## config.mk

```make
export PLATFORM = sky130hd
export DESIGN_NAME = cpualu_core
export DESIGN_NICKNAME = d
export VERILOG_FILES = /design/src/cpualu_pkg.sv /design/src/cpualu_core.sv
export VERILOG_INCLUDE_DIRS = /design/src
export SDC_FILE = /design/constraint.sdc
export NUM_CORES = 1
export LEC_CHECK = 0
export ABC_AREA = 1
export CAP_MARGIN = 5
export CORE_UTILIZATION = 59
export CTS_CLUSTER_DIAMETER = 120
export DETAILED_ROUTE_END_ITERATION = 7
export DONT_BUFFER_PORTS = 1
export PLACE_DENSITY = 0.81
export RECOVER_POWER = 100
export SLEW_MARGIN = 5
export SYNTH_ARGS = -nofsm -noshare
export SYNTH_HDL_FRONTEND = slang
export SYNTH_SLANG_ARGS = --single-unit
```

## constraint.sdc

```tcl
create_clock -name ref_clk_i -period 2.9 [get_ports ref_clk_i]
set_input_delay 0.29 -clock ref_clk_i [delete_from_list [all_inputs] [get_ports ref_clk_i]]
set_output_delay 0.29 -clock ref_clk_i [all_outputs]
set_load 0.01 [all_outputs]
```

## src/cpualu_map.svh

```systemverilog
// Summary of operation
// - subtract writes dst plus inverted src plus one; src untouched.
// - subtract-with-borrow writes dst plus inverted src plus carry; src untouched.
// - after subtract, carry is carry out of msb: 1 no borrow.
// - subtract sets N, Z, and V on signed overflow, clears otherwise.
// - these operations never change oscillator, core halt or interrupt allow bits.
// - byte exchange swaps high and low bytes of destination.
// - sign widen copies bit 7 into bits 8 through 15.
// - sign widen sets N, Z from result, carry not zero, V cleared.
// - zero compare evaluates dst plus all-ones plus one, no write, C=1, V=0.
// - exclusive-or writes src xor dst; N from msb, Z on zero.
// - exclusive-or carry is not zero; V when both operands negative.
// - cycle count depends only on format and addressing modes.
// - interrupt return 5 cycles 1 word, accept 6, both resets 4.
// - single operand register 1/3/4, indirect 3/4/4, autoincrement 3/5/5; 1 word.
// - immediate push 4, call 5; indexed modes shift 4, push/call 5; 2 words.
// - immediate mode for shift, swap, extend is undefined.
// - every jump takes one word and two cycles, taken or not.
// - double operand register, indirect, autoincrement source timings and lengths.
// - double operand immediate and indexed source timings and lengths.
`ifndef CPUALU_MAP_SVH
`define CPUALU_MAP_SVH
`define CPUALU_REG_SR 4'h0
`define CPUALU_REG_RESULT 4'h1
`define CPUALU_REG_TIMING 4'h2
`define CPUALU_REG_STATE 4'h3
`define CPUALU_SR_C 0
`define CPUALU_SR_Z 1
`define CPUALU_SR_N 2
`define CPUALU_SR_GIE 3
`define CPUALU_SR_CORE_HALT_BIT 4
`define CPUALU_SR_OSCILLATOR_HALT_BIT 5
`define CPUALU_SR_V 8
`define CPUALU_SR_MASK 16'h013F
`define CPUALU_SR_RST 16'h0000
// rows: words mem,pc,reg then cycles mem,pc,reg
`define CPUALU_DBL_REG 24'h211421
`define CPUALU_DBL_IND 24'h211522
`define CPUALU_DBL_AUTO 24'h211532
`define CPUALU_DBL_IMM 24'h322532
`define CPUALU_DBL_IDX 24'h322633
// rows: words, call, push, shift cycles
`define CPUALU_SGL_REG 16'h1431
`define CPUALU_SGL_IND 16'h1443
`define CPUALU_SGL_AUTO 16'h1553
`define CPUALU_SGL_IMM 16'h2544
`define CPUALU_SGL_IDX 16'h2554
`define CPUALU_JMP_CYC 4'h2
`define CPUALU_JMP_WORDS 4'h1
`define CPUALU_INTERRUPT_RETURN_OP_CYC 4'h5
`define CPUALU_INTERRUPT_RETURN_OP_WORDS 4'h1
`define CPUALU_IRQ_CYC 4'h6
`define CPUALU_IRQ_WORDS 4'h0
`define CPUALU_RST_CYC 4'h4
`endif

```

## src/cpualu_pkg.sv

```systemverilog
package cpualu_pkg;
  typedef enum logic [2:0] {FMT_DOUBLE, FMT_SHIFT, FMT_PUSH, FMT_CALL, FMT_JUMP, FMT_INTERRUPT_RETURN_OP, FMT_IRQ} cpualu_fmt_t;
  typedef enum logic [2:0] {OP_NONE, OP_SUB, OP_MINUS_WITH_BORROW_OP, OP_BYTE_EXCHANGE_OP, OP_SXT, OP_TST, OP_XOR} cpualu_op_t;
  typedef enum logic [2:0] {AM_REG, AM_IND, AM_AUTO, AM_IMM, AM_IDX, AM_SYM, AM_ABS} cpualu_mode_t;
  typedef enum logic [1:0] {DK_REG, DK_PC, DK_MEM} cpualu_dkind_t;
  typedef enum logic [1:0] {ST_IDLE, ST_RUN, ST_RST} cpualu_fsm_t;
  typedef struct packed {
    cpualu_fmt_t fmt;
    cpualu_op_t op;
    logic byte_op;
    cpualu_mode_t smode;
    cpualu_dkind_t dkind;
    logic [15:0] src;
    logic [15:0] dst;
  } cpualu_req_t;
  typedef struct packed {
    logic [15:0] res;
    logic n;
    logic z;
    logic c;
    logic v;
    logic wr;
    logic upd;
  } cpualu_alu_t;
  typedef struct packed {
    logic [3:0] cyc;
    logic [3:0] words;
  } cpualu_time_t;
  typedef struct packed {
    cpualu_fsm_t fsm;
    logic [3:0] cnt;
    logic [15:0] sr;
    logic [15:0] result;
    logic wr;
    cpualu_time_t tim;
    logic undef;
    logic [15:0] rdata;
  } cpualu_state_t;
endpackage

```

## src/cpualu_core.sv

```systemverilog
// Decided for this implementation: strobed register access and the placing of the registers.
`timescale 1ns/10ps
`include "cpualu_map.svh"
module cpualu_core (
  input wire logic ref_clk_i,
  input wire logic arst_n_i,
  input wire logic wdog_rst_i,
  input wire logic req_valid_i,
  input wire cpualu_pkg::cpualu_req_t req_i,
  output logic ready_o,
  output logic done_o,
  output logic dst_write_o,
  output logic [15:0] result_o,
  output logic [3:0] cycles_o,
  output logic [3:0] words_o,
  output logic undef_o,
  output logic [15:0] sr_o,
  input wire logic [3:0] reg_addr_i,
  input wire logic [15:0] reg_wdata_i,
  input wire logic reg_wr_i,
  input wire logic reg_rd_i,
  output logic [15:0] reg_rdata_o
);

  // ---------------------------------------------
  // datapath
  // ---------------------------------------------
  function automatic cpualu_pkg::cpualu_alu_t alu_eval(
    input cpualu_pkg::cpualu_req_t q,
    input logic cin
  );
    cpualu_pkg::cpualu_alu_t a;
    logic [15:0] s;
    logic [15:0] d;
    logic [16:0] sw;
    logic [8:0] sb;
    logic ci;
    logic b8;
    logic ms;
    logic md;
    logic mr;
    a = '0;
    mr = 1'b0;
    s = q.src;
    d = q.dst;
    ci = 1'b1;
    b8 = q.byte_op && q.op != cpualu_pkg::OP_BYTE_EXCHANGE_OP && q.op != cpualu_pkg::OP_SXT;
    if (b8) begin
      s = {8'h00, s[7:0]};
      d = {8'h00, d[7:0]};
    end
    if (q.op == cpualu_pkg::OP_TST) begin
      s = 16'h0000;
    end
    if (q.op == cpualu_pkg::OP_MINUS_WITH_BORROW_OP) begin
      ci = cin;
    end
    sw = {1'b0, d} + {1'b0, ~s} + {16'h0000, ci};
    sb = {1'b0, d[7:0]} + {1'b0, ~s[7:0]} + {8'h00, ci};
    ms = b8 ? s[7] : s[15];
    md = b8 ? d[7] : d[15];
    unique case (q.op)
      cpualu_pkg::OP_NONE: begin
        a.res = q.dst;
      end
      cpualu_pkg::OP_SUB, cpualu_pkg::OP_MINUS_WITH_BORROW_OP, cpualu_pkg::OP_TST: begin
        a.res = b8 ? {8'h00, sb[7:0]} : sw[15:0];
        a.c = b8 ? sb[8] : sw[16];
        mr = b8 ? sb[7] : sw[15];
        a.v = (md != ms) && (mr != md);
        a.wr = q.op != cpualu_pkg::OP_TST;
        a.upd = 1'b1;
      end
      cpualu_pkg::OP_BYTE_EXCHANGE_OP: begin
        a.res = {q.dst[7:0], q.dst[15:8]};
        a.wr = 1'b1;
      end
      cpualu_pkg::OP_SXT: begin
        a.res = {{8{q.dst[7]}}, q.dst[7:0]};
        a.wr = 1'b1;
        a.upd = 1'b1;
      end
      cpualu_pkg::OP_XOR: begin
        a.res = s ^ d;
        a.v = ms && md;
        a.wr = 1'b1;
        a.upd = 1'b1;
      end
    endcase
    a.n = b8 ? a.res[7] : a.res[15];
    a.z = b8 ? (a.res[7:0] == 8'h00) : (a.res == 16'h0000);
    if (q.op == cpualu_pkg::OP_XOR || q.op == cpualu_pkg::OP_SXT) begin
      a.c = !a.z;
    end
    if (q.op == cpualu_pkg::OP_TST) begin
      a.c = 1'b1;
      a.v = 1'b0;
    end
    return a;
  endfunction

  // ---------------------------------------------
  // cycle and length tables
  // ---------------------------------------------
  function automatic cpualu_pkg::cpualu_time_t time_eval(
    input cpualu_pkg::cpualu_req_t q
  );
    cpualu_pkg::cpualu_time_t t;
    logic [23:0] drow;
    logic [15:0] srow;
    logic [3:0] dc;
    logic [3:0] dw;
    t = '0;
    drow = `CPUALU_DBL_IDX;
    srow = `CPUALU_SGL_IDX;
    unique case (q.smode)
      cpualu_pkg::AM_REG: begin
        drow = `CPUALU_DBL_REG;
        srow = `CPUALU_SGL_REG;
      end
      cpualu_pkg::AM_IND: begin
        drow = `CPUALU_DBL_IND;
        srow = `CPUALU_SGL_IND;
      end
      cpualu_pkg::AM_AUTO: begin
        drow = `CPUALU_DBL_AUTO;
        srow = `CPUALU_SGL_AUTO;
      end
      cpualu_pkg::AM_IMM: begin
        drow = `CPUALU_DBL_IMM;
        srow = `CPUALU_SGL_IMM;
      end
      cpualu_pkg::AM_IDX, cpualu_pkg::AM_SYM, cpualu_pkg::AM_ABS: begin
        drow = `CPUALU_DBL_IDX;
        srow = `CPUALU_SGL_IDX;
      end
    endcase
    unique case (q.dkind)
      cpualu_pkg::DK_REG: begin
        dc = drow[3:0];
        dw = drow[15:12];
      end
      cpualu_pkg::DK_PC: begin
        dc = drow[7:4];
        dw = drow[19:16];
      end
      default: begin
        dc = drow[11:8];
        dw = drow[23:20];
      end
    endcase
    // depends on format and modes only, never on the operation
    unique case (q.fmt)
      cpualu_pkg::FMT_DOUBLE: begin
        t.cyc = dc;
        t.words = dw;
      end
      cpualu_pkg::FMT_SHIFT: begin
        t.cyc = srow[3:0];
        t.words = srow[15:12];
      end
      cpualu_pkg::FMT_PUSH: begin
        t.cyc = srow[7:4];
        t.words = srow[15:12];
      end
      cpualu_pkg::FMT_CALL: begin
        t.cyc = srow[11:8];
        t.words = srow[15:12];
      end
      cpualu_pkg::FMT_JUMP: begin
        t.cyc = `CPUALU_JMP_CYC;
        t.words = `CPUALU_JMP_WORDS;
      end
      cpualu_pkg::FMT_INTERRUPT_RETURN_OP: begin
        t.cyc = `CPUALU_INTERRUPT_RETURN_OP_CYC;
        t.words = `CPUALU_INTERRUPT_RETURN_OP_WORDS;
      end
      cpualu_pkg::FMT_IRQ: begin
        t.cyc = `CPUALU_IRQ_CYC;
        t.words = `CPUALU_IRQ_WORDS;
      end
    endcase
    return t;
  endfunction

  // ---------------------------------------------
  // state
  // ---------------------------------------------
  cpualu_pkg::cpualu_state_t s_reg;
  cpualu_pkg::cpualu_state_t s_next;
  cpualu_pkg::cpualu_alu_t alu;
  cpualu_pkg::cpualu_time_t tim;
  logic last;
  logic take;

  assign alu = alu_eval(req_i, s_reg.sr[`CPUALU_SR_C]);
  assign tim = time_eval(req_i);
  assign last = s_reg.cnt == 4'h1;
  assign ready_o = s_reg.fsm == cpualu_pkg::ST_IDLE || (s_reg.fsm == cpualu_pkg::ST_RUN && last);
  assign done_o = s_reg.fsm == cpualu_pkg::ST_RUN && last;
  assign take = ready_o && req_valid_i;
  assign dst_write_o = done_o && s_reg.wr;
  assign result_o = s_reg.result;
  assign cycles_o = s_reg.tim.cyc;
  assign words_o = s_reg.tim.words;
  assign undef_o = s_reg.undef;
  assign sr_o = s_reg.sr;
  assign reg_rdata_o = s_reg.rdata;

  always_comb begin
    s_next = s_reg;
    s_next.rdata = 16'h0000;
    if (reg_wr_i && reg_addr_i == `CPUALU_REG_SR) begin
      s_next.sr = reg_wdata_i & `CPUALU_SR_MASK;
    end
    unique case (s_reg.fsm)
      cpualu_pkg::ST_IDLE: begin
      end
      cpualu_pkg::ST_RUN, cpualu_pkg::ST_RST: begin
        if (last) begin
          s_next.fsm = cpualu_pkg::ST_IDLE;
        end else begin
          s_next.cnt = s_reg.cnt - 4'h1;
        end
      end
    endcase
    if (take) begin
      s_next.fsm = cpualu_pkg::ST_RUN;
      s_next.cnt = tim.cyc;
      s_next.tim = tim;
      s_next.result = alu.res;
      s_next.wr = alu.wr;
      s_next.undef = req_i.fmt == cpualu_pkg::FMT_SHIFT && req_i.smode == cpualu_pkg::AM_IMM;
      if (alu.upd) begin
        // flag update wins over a software write in the same cycle; mode bits untouched
        s_next.sr[`CPUALU_SR_C] = alu.c;
        s_next.sr[`CPUALU_SR_Z] = alu.z;
        s_next.sr[`CPUALU_SR_N] = alu.n;
        s_next.sr[`CPUALU_SR_V] = alu.v;
      end
      if (req_i.fmt == cpualu_pkg::FMT_INTERRUPT_RETURN_OP) begin
        s_next.sr = req_i.src & `CPUALU_SR_MASK;
      end
    end
    if (wdog_rst_i) begin
      s_next.fsm = cpualu_pkg::ST_RST;
      s_next.cnt = `CPUALU_RST_CYC;
      s_next.sr = `CPUALU_SR_RST;
      s_next.wr = 1'b0;
    end
    if (reg_rd_i) begin
      unique case (reg_addr_i)
        `CPUALU_REG_SR: s_next.rdata = s_reg.sr;
        `CPUALU_REG_RESULT: s_next.rdata = s_reg.result;
        `CPUALU_REG_TIMING: s_next.rdata = {8'h00, s_reg.tim.words, s_reg.tim.cyc};
        `CPUALU_REG_STATE: s_next.rdata = {13'h0000, s_reg.undef, ready_o, s_reg.fsm == cpualu_pkg::ST_RST};
        default: s_next.rdata = 16'h0000;
      endcase
    end
  end

  always_ff @(posedge ref_clk_i or negedge arst_n_i) begin
    if (!arst_n_i) begin
      s_reg <= '{fsm: cpualu_pkg::ST_RST, cnt: `CPUALU_RST_CYC, sr: `CPUALU_SR_RST, default: '0};
    end else begin
      s_reg <= s_next;
    end
  end

  logic tk_ok;
  assign tk_ok = take && !wdog_rst_i;
endmodule

```

* Word level (Yosys, flattened, before mapping)
Cells that the tools add are included.
Widths: inputs -> output; s select.
** Operators by class
- Bitwise logic cells :: 3
- Equality and inequality tests :: 31
- Muxes and demuxes :: 35
- Reductions and logical operators :: 30
- Add/sub/neg operators :: 5
** Operator list (number)
- $pmux 16 s5 :: 2
- $pmux 24 s5 :: 1
- $mux 16 :: 7
- $pmux 16 s4 :: 1
- $pmux 8 s7 :: 1
- $mux 48 :: 1
- $eq 3x3->1 const B :: 9
- $mux 22 :: 1
- $eq 3x2->1 const B :: 6
- $add 16x16->17 :: 1
- $add 17x1->17 :: 1
- $logic_not 16->1 :: 1
- $not 16->16 :: 1
- $pmux 4 s2 :: 2
- $xor 16x16->16 :: 1
- $mux 1 :: 12
- $add 8x8->9 :: 1
- $add 9x1->9 :: 1
- $eq 3x1->1 const B :: 3
- $logic_and 1x1->1 :: 9
- $logic_not 3->1 :: 3
- $reduce_or 3->1 :: 3
- $eq 4x1->1 const B :: 2
- $eq 4x2->1 const B :: 2
- other kinds (22) :: 32
** Storage, ports and cells
- Register bits after elaboration :: 64
- Input port bits :: 70

* Longest topological paths before layout
Gate-level depths: netlist (run 1).
- Word-level depth :: 19
- Gate-level depth with buffers :: 32
- Depth with buffers taken out :: 31

* Worst setup path before layout (run 1)
OpenSTA, ideal clock, no wires.
- Path type :: input to register
- From :: input port req_i[38] (netlist name)
- To :: register s_reg (netlist bit sr_o[0])
- Slack :: -0.344 ns
- Buffers on the path :: 1
- Arrival time :: 3.127 ns
- Setup time :: 0.116 ns
- Data required time :: 2.784 ns
- Stages :: 31
- Path through :: inv_2 nor2_2 inv_2 nor2_1 clkinv_1 clkbuf_1 nand2_1 fa_1 fa_1 nand2_1 inv_2 nand2_2 nand2_4 nand2_1 nand2_1 nand2_1 nand3b_1 nand3_1 nand2_1 nand2_1 nand2_1 inv_1 nand3_1 nand2_1 nand2_1 nand2_1 nand2_1 nand2_1 nand2_1 nand2_1 nand2_1
** RTL lines
- from (decl) :: RTL line cpualu_core.sv:9 : input wire cpualu_pkg::cpualu_req_t req_i,
- to (signal assigned) :: RTL line cpualu_core.sv:266 : s_reg <= s_next;
- to (decl) :: RTL line cpualu_core.sv:189 : cpualu_pkg::cpualu_state_t s_reg;

==> impl_metrics.env, run 1 <==
export IMPL_intPower_uw=1823
export IMPL_comb_power_share_pct=31.8
export IMPL_finalHoldViolations=0
export IMPL_start_util_pct=60.63
export IMPL_setup_tns_ns=0
export IMPL_power_density_nw_per_um2=507.1
export IMPL_num_rows=34
export IMPL_synthMostInstantiatedCell="nand2_1"
export IMPL_syn_to_final_growth_pct=8.435
export IMPL_relSlewSlack_pct=1.430
export IMPL_ys_async_sr_fraction_pct=100.0
export IMPL_insertion_delay_ns=0.34
export IMPL_tightest_slew_ns=1.479
export IMPL_fillers=747
export IMPL_clock_sinks=61
export IMPL_grt_use_total_pct=32.55
export IMPL_synth_largest_area_cell="dfrtp_1"
export IMPL_synth_area_um2=5236
export IMPL_critPathMostFrequentCell="nand2_1"
export IMPL_max_freq_ghz=0.3467
export IMPL_period_share_pct=99.47
export IMPL_ys_seq_elements=61
export IMPL_r2r_start="sr_o[0]"
export IMPL_critPathCaptureType="flip-flop"
export IMPL_drcViolationCount=0
export IMPL_path_class="reg2reg"
export IMPL_ys_seq_area_share_pct=29.20
export IMPL_min_period_ns=2.885
export IMPL_cp_start_kind="flip-flop"
export IMPL_grt_met2_usage_pct=52.78
export IMPL_slowest_stage="dfrtp_1"
export IMPL_grt_max_degree=62
export IMPL_drv_slew=0
export IMPL_drive_gt1_share_pct=16.88
export IMPL_p_switching_uw=1056
export IMPL_power_frac_clock_pct=29.7
export IMPL_die_x_um=96.21
export IMPL_antennaDiodeCount=0
export IMPL_worst_ep_required_time_ns=3.12
export IMPL_grt_overflow=0
export IMPL_clkTransAtPathRegs_ns=0.07
export IMPL_finalNonFillerCells=896
export IMPL_seq_power_share_pct=38.5
export IMPL_hold_ws_ns=0.01559
export IMPL_ys_warn_count=0
export IMPL_place_port_buffers=0
export IMPL_vias=5103
export IMPL_outcome="finished clean"
export IMPL_place_inst=873
export IMPL_synth_edf_count=0
export IMPL_hold_start="wdog_rst_i"
export IMPL_gp_congestion=0.9440
export IMPL_grt_pass1_wl_um=22790
export IMPL_crit_chain="or2_4 > fa_2 > fa_2 > nand2_2 > inv_2 > nand2_2 > nand2_4 > nand2_4 > nand2_4 > nand2_4 > nand2_1 > nand2_1 > nand3_1 > nand2_1 > nand2_1 > nand2_1 > inv_1 > nand3_2 > nand2_2 > nand2_2 > nor2_1 > o21ai_1 > o21ai_1"
export IMPL_synthFlopType="dfrtp_1"
export IMPL_ys_types=53
export IMPL_post_drt_via_cell_ratio=5.695
export IMPL_holdCritPathClass="in2reg"
export IMPL_antenna_left=0
export IMPL_crit_arrival_ns=3.11
export IMPL_syn_avg_cell_area_um2=6.637
export IMPL_clockRootBuffer="clkbuf_8"
export IMPL_grt_pass1_vias=4580
export IMPL_max_clock_path_buffers=2
export IMPL_post_drt_wl_per_cell_um=16.66
export IMPL_core_area_um2=8636
export IMPL_drtIter0Drc=429
export IMPL_synth_commonest_cells="232 x nand2_1, 104 x inv_1, 64 x nor2_1"
export IMPL_max_stage_delay_ns=0.40
export IMPL_crit_fanout=4
export IMPL_fin_skew_ns=0.005777
export IMPL_synth_area_leaders="dfrtp_1 28%, nand2_1 17%, buf_4 8.5%"
export IMPL_final_nets=877
export IMPL_h_tree_depth=3
export IMPL_drt_pass1_iterations=5
export IMPL_gr_max_usage_layer="met2"
export IMPL_antenna_found_initial=0
export IMPL_drv_cap=0
export IMPL_crit_start="sr_o[0]"
export IMPL_met3_usage_pct=8.373
export IMPL_p_leak_uw=0.003063
export IMPL_drt_wl_total_um=14920
export IMPL_tritoncts="yes"
export IMPL_die_y_um=96.21
export IMPL_ir_worst_vdd_mv=0.2695
export IMPL_die_area_um2=9255
export IMPL_rsz0062_at_grt="true"
export IMPL_met1_usage_pct=43.29
export IMPL_num_io_pins=130
export IMPL_netlist_instances=789
export IMPL_detailed_place_hpwl_um=11750
export IMPL_setup_violations_final=0
export IMPL_synth_top_area_share_pct=28.20
export IMPL_cts_made_buffers=9
export IMPL_swShare_pct=36.67
-- critical path, delay by kind of cell (launching register included) --
kind | cells | cell delay [ns]
flip-flops | 1 | 0.40
buffers and inverters | 2 | 0.08
AND/OR/NAND/NOR | 17 | 1.32
adder cells (fa/ha/maj) | 2 | 0.72
AO/OA/AOI/OAI | 2 | 0.25
-- path summary, 6_finish.rpt --
kind                       slack, ns         endpoint  cells after the start
max in group asynchronous       1.15      result_o[1]                      2
hold reg to reg                 0.53        s_reg[60]                      2
hold / removal                  0.02          sr_o[4]                      1
setup reg to reg                0.02          sr_o[1]                     23
setup / recovery                0.02          sr_o[1]                     23
min in group asynchronous       0.86  reg_rdata_o[14]                      2
-- metrics by stage --
step | cell area [um2] | utilization [%] | total power [uW] | setup slack, ns
after global placement | 5315 | 61.55 | 1935 | -0.1066
after detailed placement | 5315 | 61.55 | 1962 | -0.2015
after CTS | 5602 | 64.87 | 2836 | 0.002408
after floorplan | 5318 | - | 1809 | 0.01167
final | 5678 | 65.75 | 2879 | 0.01534
after global routing | 5678 | 65.75 | 3045 | -0.1192
-- cell usage in the layout (no fill, tap or decap), types with 4 or more instances in the layout --
master / count
nand2_1: 220
inv_1: 104
nor2_1: 63
dfrtp_1: 59
nand3_1: 47
buf_4: 44
o21ai_0: 32
a21oi_1: 29
ha_1: 21
inv_2: 12
nand2_2: 12
o22ai_1: 10
clkbuf_8: 10
o21ai_1: 9
nand2_4: 8
nand4_1: 6
nor3_1: 6
o2111ai_1: 6
nand3_2: 5
or2_1: 5
nor2_4: 4
clkbuf_1: 4
-- layer usage --
layer	wire, um	vias to the layer above
met5	0	-
met2	7003	228
li1	-	2461
met3	1387	26
met4	199	0
met1	6333	2388
-- repair_timing --
action / in CTS / in global routing
setup endpoints to repair: 2 / 3
gates cloned: 0 / 0
hold endpoints to repair: 61 / 0
resized for setup: 3 / 23
pin swaps: 10 / 5
buffers inserted: 2 / 3
hold buffers: 2 / 0
-- power by group through the flow --
stage	Combinational, uW	Sequential (uW)	Clock, uW
after floorplan	775	1030	0
after global placement	813	1120	0
after detailed placement	834	1130	0
after CTS	871	1110	854
after global routing	1020	1130	897
final	915	1110	854
-- kinds of logic (layout without fill, tap and decap cells) --
group / after synthesis / count (layout) / synth area share (%)
other: 1 / 3 / 0.07162
XOR/XNOR: 1 / 1 / 0.1673
adder cells (fa/ha/maj): 24 / 24 / 6.021
AND/OR/NAND/NOR: 388 / 388 / 31.59
flip-flops: 61 / 61 / 29.20
AO/OA/AOI/OAI: 120 / 120 / 14.55
multiplexers: 2 / 2 / 0.3823
buffers and inverters: 192 / 189 / 18.02
-- cell type report --
class                           instances  area (um2)  share of cell area [%]
Multi-Input combinational cell        538        2920                   51.43
Timing Repair Buffer                   52       400.4                   7.052
Clock buffer                           10       137.6                   2.424
Inverter                              121       469.2                   8.264
Sequential cell                        61        1529                   26.93
Clock inverter                          6       86.33                   1.520
Tap cell                              108       135.1                   2.380
Power figures use the tool's default switching activity.
==> inputs of run 2 (changes only) <==
--- a/config.mk
+++ b/config.mk
@@ -8,7 +8,9 @@
 export LEC_CHECK = 0
 export ABC_AREA = 1
 export CAP_MARGIN = 5
-export CORE_UTILIZATION = 59
+export CELL_PAD_IN_SITES_DETAIL_PLACEMENT = 1
+export CELL_PAD_IN_SITES_GLOBAL_PLACEMENT = 1
+export CORE_UTILIZATION = 41
 export CTS_CLUSTER_DIAMETER = 120
 export DETAILED_ROUTE_END_ITERATION = 7
 export DONT_BUFFER_PORTS = 1
==> run 2 against run 1 <==
The run now ends with max-capacitance violations, max-slew violations, negative setup slack left. First-iteration DRC count shrank 36%. Non-clock buffer count increased by 12. Cell count grew 8.0%. Flip-flop and latch count did not move. Sequential share of layout area down 1.4 points. Combinational power is 10% higher. Clock skew about the same. Global-route usage shrank 3.6 points. Core utilization decreased by 17 points. Via count rose by 2.7%. Largest cell class unchanged.
==> impl_metrics.env, run 2 (same netlist as run 1, synthesis figures left out) <==
export IMPL_final_nets=889
export IMPL_min_period_ns=3.018
export IMPL_start_util_pct=42.88
export IMPL_r2r_cells=21
export IMPL_power_density_nw_per_um2=541.0
export IMPL_setup_tns_ns=-0.2222
export IMPL_detailed_place_hpwl_um=14830
export IMPL_crit_chain="or2_4 > fa_2 > fa_2 > nand2_2 > inv_2 > nand2_4 > nand2_4 > nand2_4 > nand2_4 > buf_4 > buf_4 > nand2_1 > nand3_1 > o2111ai_2 > nor2_1 > nand2_1 > nor2_2 > nand2_2 > nor2_1 > o21ai_1 > o21ai_1"
export IMPL_crit_start="sr_o[0]"
export IMPL_p_switching_uw=1173
export IMPL_met3_usage_pct=6.800
export IMPL_core_area_um2=12210
export IMPL_cp_start_kind="flip-flop"
export IMPL_clkTransAtPathRegs_ns=0.05
export IMPL_critPathMostFrequentCell="nand2_4"
export IMPL_clock_sinks=61
export IMPL_grt_pass1_vias=5586
export IMPL_p_leak_uw=0.003184
export IMPL_violations="max-capacitance violations, max-slew violations, negative setup slack"
export IMPL_drt_pass1_iterations=5
export IMPL_clockRootBuffer="clkbuf_16"
export IMPL_tightest_slew_ns=1.564
export IMPL_final_setup_worst_slack_ns=-0.1182
export IMPL_gp_congestion=0.9248
export IMPL_r2r_slack_ns=-0.12
export IMPL_drtIter0Drc=274
export IMPL_period_share_pct=104.1
export IMPL_post_drt_wl_per_cell_um=19.16
export IMPL_grt_max_degree=62
export IMPL_post_drt_via_cell_ratio=5.412
export IMPL_grt_pass1_wl_um=29150
export IMPL_seq_power_share_pct=34.6
export IMPL_grt_met2_usage_pct=50.16
export IMPL_holdCritPathClass="in2reg"
export IMPL_antenna_left=0
export IMPL_hold_path_depth=1
export IMPL_slowest_stage="fa_2"
export IMPL_drive_gt1_share_pct=20.13
export IMPL_fin_skew_ns=0.005451
export IMPL_path_class="reg2reg"
export IMPL_tritoncts="yes"
export IMPL_r2r_start="sr_o[0]"
export IMPL_crit_arrival_ns=3.22
export IMPL_max_freq_ghz=0.3313
export IMPL_relSlewSlack_pct=-4.295
export IMPL_grt_use_total_pct=28.91
export IMPL_critPathCaptureType="flip-flop"
export IMPL_drv_cap=1
export IMPL_drcViolationCount=0
export IMPL_final_cell_mix="212 x nand2_1, 103 x inv_1, 63 x nor2_1"
export IMPL_drt_wl_total_um=18550
export IMPL_crit_buf_inv=3
export IMPL_rsz0062_at_grt="true"
export IMPL_die_x_um=115.0
export IMPL_worst_ep_required_time_ns=3.10
export IMPL_cts_made_buffers=9
export IMPL_antennaDiodeCount=0
export IMPL_num_rows=40
export IMPL_swShare_pct=36.15
export IMPL_outcome="complete, but fails checks"
export IMPL_intPower_uw=2072
export IMPL_max_stage_delay_ns=0.42
export IMPL_drv_slew=62
export IMPL_place_port_buffers=0
export IMPL_grt_overflow=0
export IMPL_insertion_delay_ns=0.33
export IMPL_ir_worst_vdd_mv=0.3019
export IMPL_met1_usage_pct=34.42
export IMPL_crit_fanout=4
export IMPL_setup_violations_final=2
export IMPL_vias=5239
export IMPL_die_y_um=115.0
export IMPL_die_area_um2=13230
export IMPL_crit_end="sr_o[1]"
export IMPL_syn_to_final_growth_pct=14.55
export IMPL_max_clock_path_buffers=2
export IMPL_gr_max_usage_layer="met2"
export IMPL_power_frac_clock_pct=34.2
export IMPL_num_io_pins=130
export IMPL_reg2reg_to="sr_o[1]"
export IMPL_place_ws_ns=-0.2767
export IMPL_h_tree_depth=3
export IMPL_final_common_cell="nand2_1"
export IMPL_path_depth=21
export IMPL_critPathTopFamily="simple AND/OR/NAND/NOR gates"
export IMPL_antenna_found_initial=0
export IMPL_finalHoldViolations=0
export IMPL_comb_power_share_pct=31.3
==> run 2: cell count changes in the layout (fill, tap and decap cells not counted), sizes merged <==
cell      previous run  this run
clkinvlp             1         2
clkbuf              15        14
bufinv               2         1
clkinv               5         4
buf                 46        60
==> run 2: area by class of cell <==
| type | count | area (um2) |
|---|---|---|
| multi-input cells | 538 | 2993 |
| inverters | 121 | 469.2 |
| flip-flops and latches | 61 | 1529 |
| clock inverters | 5 | 58.81 |
| clock buffers | 11 | 252.7 |
| fillers | 1621 | 6213 |
| well taps | 168 | 210.2 |
| repair buffers | 64 | 485.5 |
==> run 2: worst min path at each step <==
| stage | start | end |
|---|---|---|
| 2_1_floorplan | arst_n_i | cycles_o[0] |
| 3_3_place_gp | arst_n_i | reg_rdata_o[10] |
| 3_5_place_dp | arst_n_i | reg_rdata_o[9] |
| 4_1_cts | wdog_rst_i | sr_o[4] |
| 5_1_grt | wdog_rst_i | sr_o[4] |
| 6_report | wdog_rst_i | sr_o[3] |
==> run 2: metrics by stage <==
step                      instances  util, %  cell area (um2)  hold slack, ns  power (uW)
after floorplan                 791        -             5318       -0.005591        1809
after global placement          944    44.71             5460       -0.002366        1996
after detailed placement        944    44.71             5460       -0.002914        2046
after CTS                       967    48.18             5883         0.01764        3209
after global routing            968    49.12             5998         0.01800        3422
final                           968    49.12             5998         0.02480        3245
==> run 2: layer usage <==
| layer | wire, um | vias up |
|---|---|---|
| met5 | 0 | - |
| met4 | 600 | 0 |
| met3 | 1450 | 43 |
| met2 | 9013 | 169 |
| met1 | 7487 | 2548 |
| li1 | - | 2479 |
==> run 2: what timing repair did <==
action,4_1_cts,5_1_grt
resized for setup,10,35
pin swaps,18,25
endpoints found under the setup margin,2,4
buffers inserted,5,3
hold endpoints to repair,61,0
hold buffers,2,0
==> run 2: worst register-to-register path: stages (launching register included) <==
cell,delay (ns)
dfrtp_1,0.40
or2_4,0.27
fa_2,0.36
fa_2,0.42
nand2_2,0.07
inv_2,0.05
nand2_4,0.06
nand2_4,0.07
nand2_4,0.07
nand2_4,0.05
buf_4,0.13
buf_4,0.12
nand2_1,0.07
nand3_1,0.08
o2111ai_2,0.11
nor2_1,0.07
nand2_1,0.08
nor2_2,0.04
nand2_2,0.09
nor2_1,0.05
o21ai_1,0.13
o21ai_1,0.10
==> run 2: power by group through the flow <==
stage | logic, uW | registers (uW) | clock network, uW
after floorplan | 775 | 1030 | 0
after global placement | 866 | 1130 | 0
after detailed placement | 911 | 1130 | 0
after CTS | 968 | 1120 | 1120
after global routing | 1130 | 1130 | 1160
final | 1010 | 1120 | 1110
==> inputs of run 3 (changes only) <==
--- a/config.mk
+++ b/config.mk
@@ -6,15 +6,14 @@
 export SDC_FILE = /design/constraint.sdc
 export NUM_CORES = 1
 export LEC_CHECK = 0
-export ABC_AREA = 1
 export CAP_MARGIN = 5
 export CELL_PAD_IN_SITES_DETAIL_PLACEMENT = 1
 export CELL_PAD_IN_SITES_GLOBAL_PLACEMENT = 1
-export CORE_UTILIZATION = 41
+export CORE_UTILIZATION = 43
 export CTS_CLUSTER_DIAMETER = 120
 export DETAILED_ROUTE_END_ITERATION = 7
 export DONT_BUFFER_PORTS = 1
-export PLACE_DENSITY = 0.81
+export PLACE_DENSITY = 0.8
 export RECOVER_POWER = 100
 export SLEW_MARGIN = 5
 export SYNTH_ARGS = -nofsm -noshare
==> run 3 against run 2 <==
The run still ends with max-capacitance violations, max-slew violations, negative setup slack left. Clock-buffer cell count rose by 1. Sequential share of layout area fell by 0.68 points. Setup slack got worse by 0.32 ns. Clock skew rose by 0.0030 ns. Worst hold slack got worse by 0.0065 ns. Register-to-register slack got worse by 0.32 ns. Global-route usage rose by 1.5 points. Critical path type unchanged. Critical endpoint is now sr_o[0]. Highest routed layer unchanged.
==> impl_metrics.env, run 3 <==
export IMPL_outcome="complete, but fails checks"
export IMPL_violations="max-capacitance violations, max-slew violations, negative setup slack"
export IMPL_crit_fanout=4
export IMPL_holdCritPathClass="in2reg"
export IMPL_critPathMostFrequentCell="fa_2"
export IMPL_crit_arrival_ns=3.53
export IMPL_h_tree_depth=3
export IMPL_insertion_delay_ns=0.33
export IMPL_die_x_um=113.1
export IMPL_gp_congestion=0.9366
export IMPL_critPathCaptureType="flip-flop"
export IMPL_syn_avg_cell_area_um2=8.114
export IMPL_reg2reg_to="sr_o[0]"
export IMPL_final_common_cell="buf_4"
export IMPL_synth_top_area_share_pct=27.82
export IMPL_r2r_cells=12
export IMPL_ir_worst_vdd_mv=0.2916
export IMPL_final_setup_worst_slack_ns=-0.4343
export IMPL_final_util_pct=51.30
export IMPL_post_drt_via_cell_ratio=6.130
export IMPL_antenna_found_initial=0
export IMPL_antenna_left=0
export IMPL_drt_pass1_iterations=5
export IMPL_intPower_uw=2276
export IMPL_period_share_pct=115.0
export IMPL_final_nets=775
export IMPL_muxShareOfSynthArea_pct=4.315
export IMPL_place_ws_ns=-0.7762
export IMPL_power_density_nw_per_um2=585.8
export IMPL_tritoncts="yes"
export IMPL_synthFlopType="dfrtp_1"
export IMPL_slowest_stage="or4_1"
export IMPL_max_freq_ghz=0.2999
export IMPL_num_rows=40
export IMPL_drt_wl_total_um=19070
export IMPL_drv_cap=1
export IMPL_p_leak_uw=0.002739
export IMPL_ys_seq_area_share_pct=28.81
export IMPL_p_total_uw=3610
export IMPL_post_drt_wl_per_cell_um=22.90
export IMPL_ys_async_sr_fraction_pct=100.0
export IMPL_power_frac_clock_pct=27.1
export IMPL_synth_fa_ha_area_share_pct=5.942
export IMPL_fillers=1416
export IMPL_clkTransAtPathRegs_ns=0.05
export IMPL_synth_area_um2=5306
export IMPL_setup_violations_final=6
export IMPL_place_inst=809
export IMPL_place_port_buffers=0
export IMPL_drcViolationCount=0
export IMPL_vias=5106
export IMPL_die_y_um=113.1
export IMPL_register_area_um2=1529
export IMPL_drtIter0Drc=303
export IMPL_worst_ep_required_time_ns=3.10
export IMPL_detailed_place_hpwl_um=14930
export IMPL_antennaDiodeCount=0
export IMPL_num_io_pins=130
export IMPL_fin_skew_ns=0.008431
export IMPL_setup_tns_ns=-1.303
export IMPL_clock_sinks=61
export IMPL_seq_power_share_pct=35.9
export IMPL_r2r_start="sr_o[0]"
export IMPL_grt_pass1_vias=5370
export IMPL_synth_xor_area_share_pct=1.981
export IMPL_p_switching_uw=1334
export IMPL_grt_pass1_wl_um=29450
export IMPL_ys_warn_count=0
export IMPL_relSlewSlack_pct=-34.41
export IMPL_synth_top_family_by_area="simple AND/OR/NAND/NOR gates"
export IMPL_crit_chain="or2_4 > fa_2 > fa_2 > a21o_4 > a221oi_4 > buf_4 > or3_4 > a21oi_2 > or4_1 > nand3_2 > a41o_1 > a41oi_2"
export IMPL_netlist_instances=654
export IMPL_cts_made_buffers=9
export IMPL_r2r_slack_ns=-0.43
export IMPL_crit_start="sr_o[0]"
export IMPL_synth_commonest_cells="90 x nand2_1, 59 x dfrtp_1, 58 x buf_4"
export IMPL_rsz0062_at_grt="true"
export IMPL_synthMostInstantiatedCell="nand2_1"
export IMPL_path_class="reg2reg"
export IMPL_finalHoldViolations=0
export IMPL_ys_seq_elements=61
export IMPL_syn_to_final_growth_pct=16.13
export IMPL_synth_simple_area_share_pct=23.25
export IMPL_grt_overflow=0
export IMPL_grt_use_total_pct=30.43
export IMPL_synth_compound_area_share_pct=22.92
export IMPL_max_stage_delay_ns=0.41
export IMPL_drive_gt1_share_pct=26.38
export IMPL_synth_area_leaders="dfrtp_1 28%, buf_4 8.2%, nand2_1 6.4%"
export IMPL_swShare_pct=36.96
export IMPL_die_area_um2=12790
export IMPL_finalNonFillerCells=833
export IMPL_comb_power_share_pct=37.0
export IMPL_grt_max_degree=62
export IMPL_drv_slew=13
export IMPL_cp_start_kind="flip-flop"
export IMPL_ys_types=81
export IMPL_clockRootBuffer="clkbuf_16"
export IMPL_multi_input_area_um2=3331
export IMPL_crit_end="sr_o[0]"
export IMPL_tightest_slew_ns=1.988
export IMPL_min_period_ns=3.334
export IMPL_core_area_um2=12010
export IMPL_synth_largest_area_cell="dfrtp_1"
export IMPL_start_util_pct=44.18
export IMPL_synth_edf_count=0
export IMPL_final_cell_mix="95 x buf_4, 83 x nand2_1, 59 x dfrtp_1"
export IMPL_max_clock_path_buffers=2
-- run 3: layer usage --
layer	up-vias	global-route usage [%]	wire, um
met4	0	13.16	647
li1	2345	-	-
met3	52	7.070	1302
met1	2492	36.73	7963
met5	-	0	0
met2	217	51.82	9159
-- run 3: worst min path at each step --
stage | start | end | slack [ns] | cells past startpoint
final | wdog_rst_i | s_reg[58] | 0.02 | 1
after global routing | wdog_rst_i | s_reg[62] | 0.002 | 1
after CTS | wdog_rst_i | s_reg[62] | 0.001 | 1
after detailed placement | arst_n_i | reg_rdata_o[1] | -0.004 | 0
after global placement | arst_n_i | reg_rdata_o[1] | -0.004 | 0
after floorplan | arst_n_i | cycles_o[0] | -0.006 | 0
-- run 3: cells by family (layout without fill, tap and decap cells) --
family                     count (synthesis)  after routing
other                                      1              3
DFF                                       61             61
and+or+nand+nor                          253            253
buffers and inverters                    102            132
AOI/OAI and AO/OA                        181            181
xor gates and xnor gates                  12             12
adders and majority gates                 24             24
muxes                                     20             20
-- run 3: power by group through the flow --
stage | Combinational, uW | Clock [uW] | Sequential [uW]
floorplan | 1100 | 0 | 1150
global placement | 1170 | 0 | 1300
detailed placement | 1230 | 0 | 1310
CTS | 1290 | 1000 | 1300
global route | 1460 | 1040 | 1320
finish | 1340 | 977 | 1300
-- run 3: timing repair --
action / 4_1_cts / 5_1_grt
cloned: 0 / 0
hold buffers: 2 / 0
endpoints found under the setup margin: 6 / 9
buffers inserted: 2 / 6
resized for setup: 9 / 26
endpoints found under the hold margin: 61 / 0
pin swaps: 8 / 3
-- run 3: final cells by class --
type                       instances  area share, %
clock buffer                      12          4.162
clock inverter                     4         0.3655
inverter                          11         0.6701
multi-input combinational        493          54.05
sequential                        61          24.81
tap                              147          2.985
timing repair buffer             105          12.95
-- run 3: worst max-delay path, delay by kind of cell (launching register included) --
| kind | cells | cell delay, ns |
|---|---|---|
| simple gates | 4 | 0.94 |
| compound gates | 5 | 0.91 |
| fa+ha+maj | 2 | 0.74 |
| flops | 1 | 0.39 |
| buf+inv | 1 | 0.18 |
-- run 3: metrics by stage --
step           hold slack [ns]  instance area [um2]
3_5_place_dp         -0.003714                 5690
5_1_grt               0.002439                 6162
6_report               0.01830                 6162
3_3_place_gp         -0.003673                 5690
2_1_floorplan        -0.005591                 5429
4_1_cts               0.001406                 6066
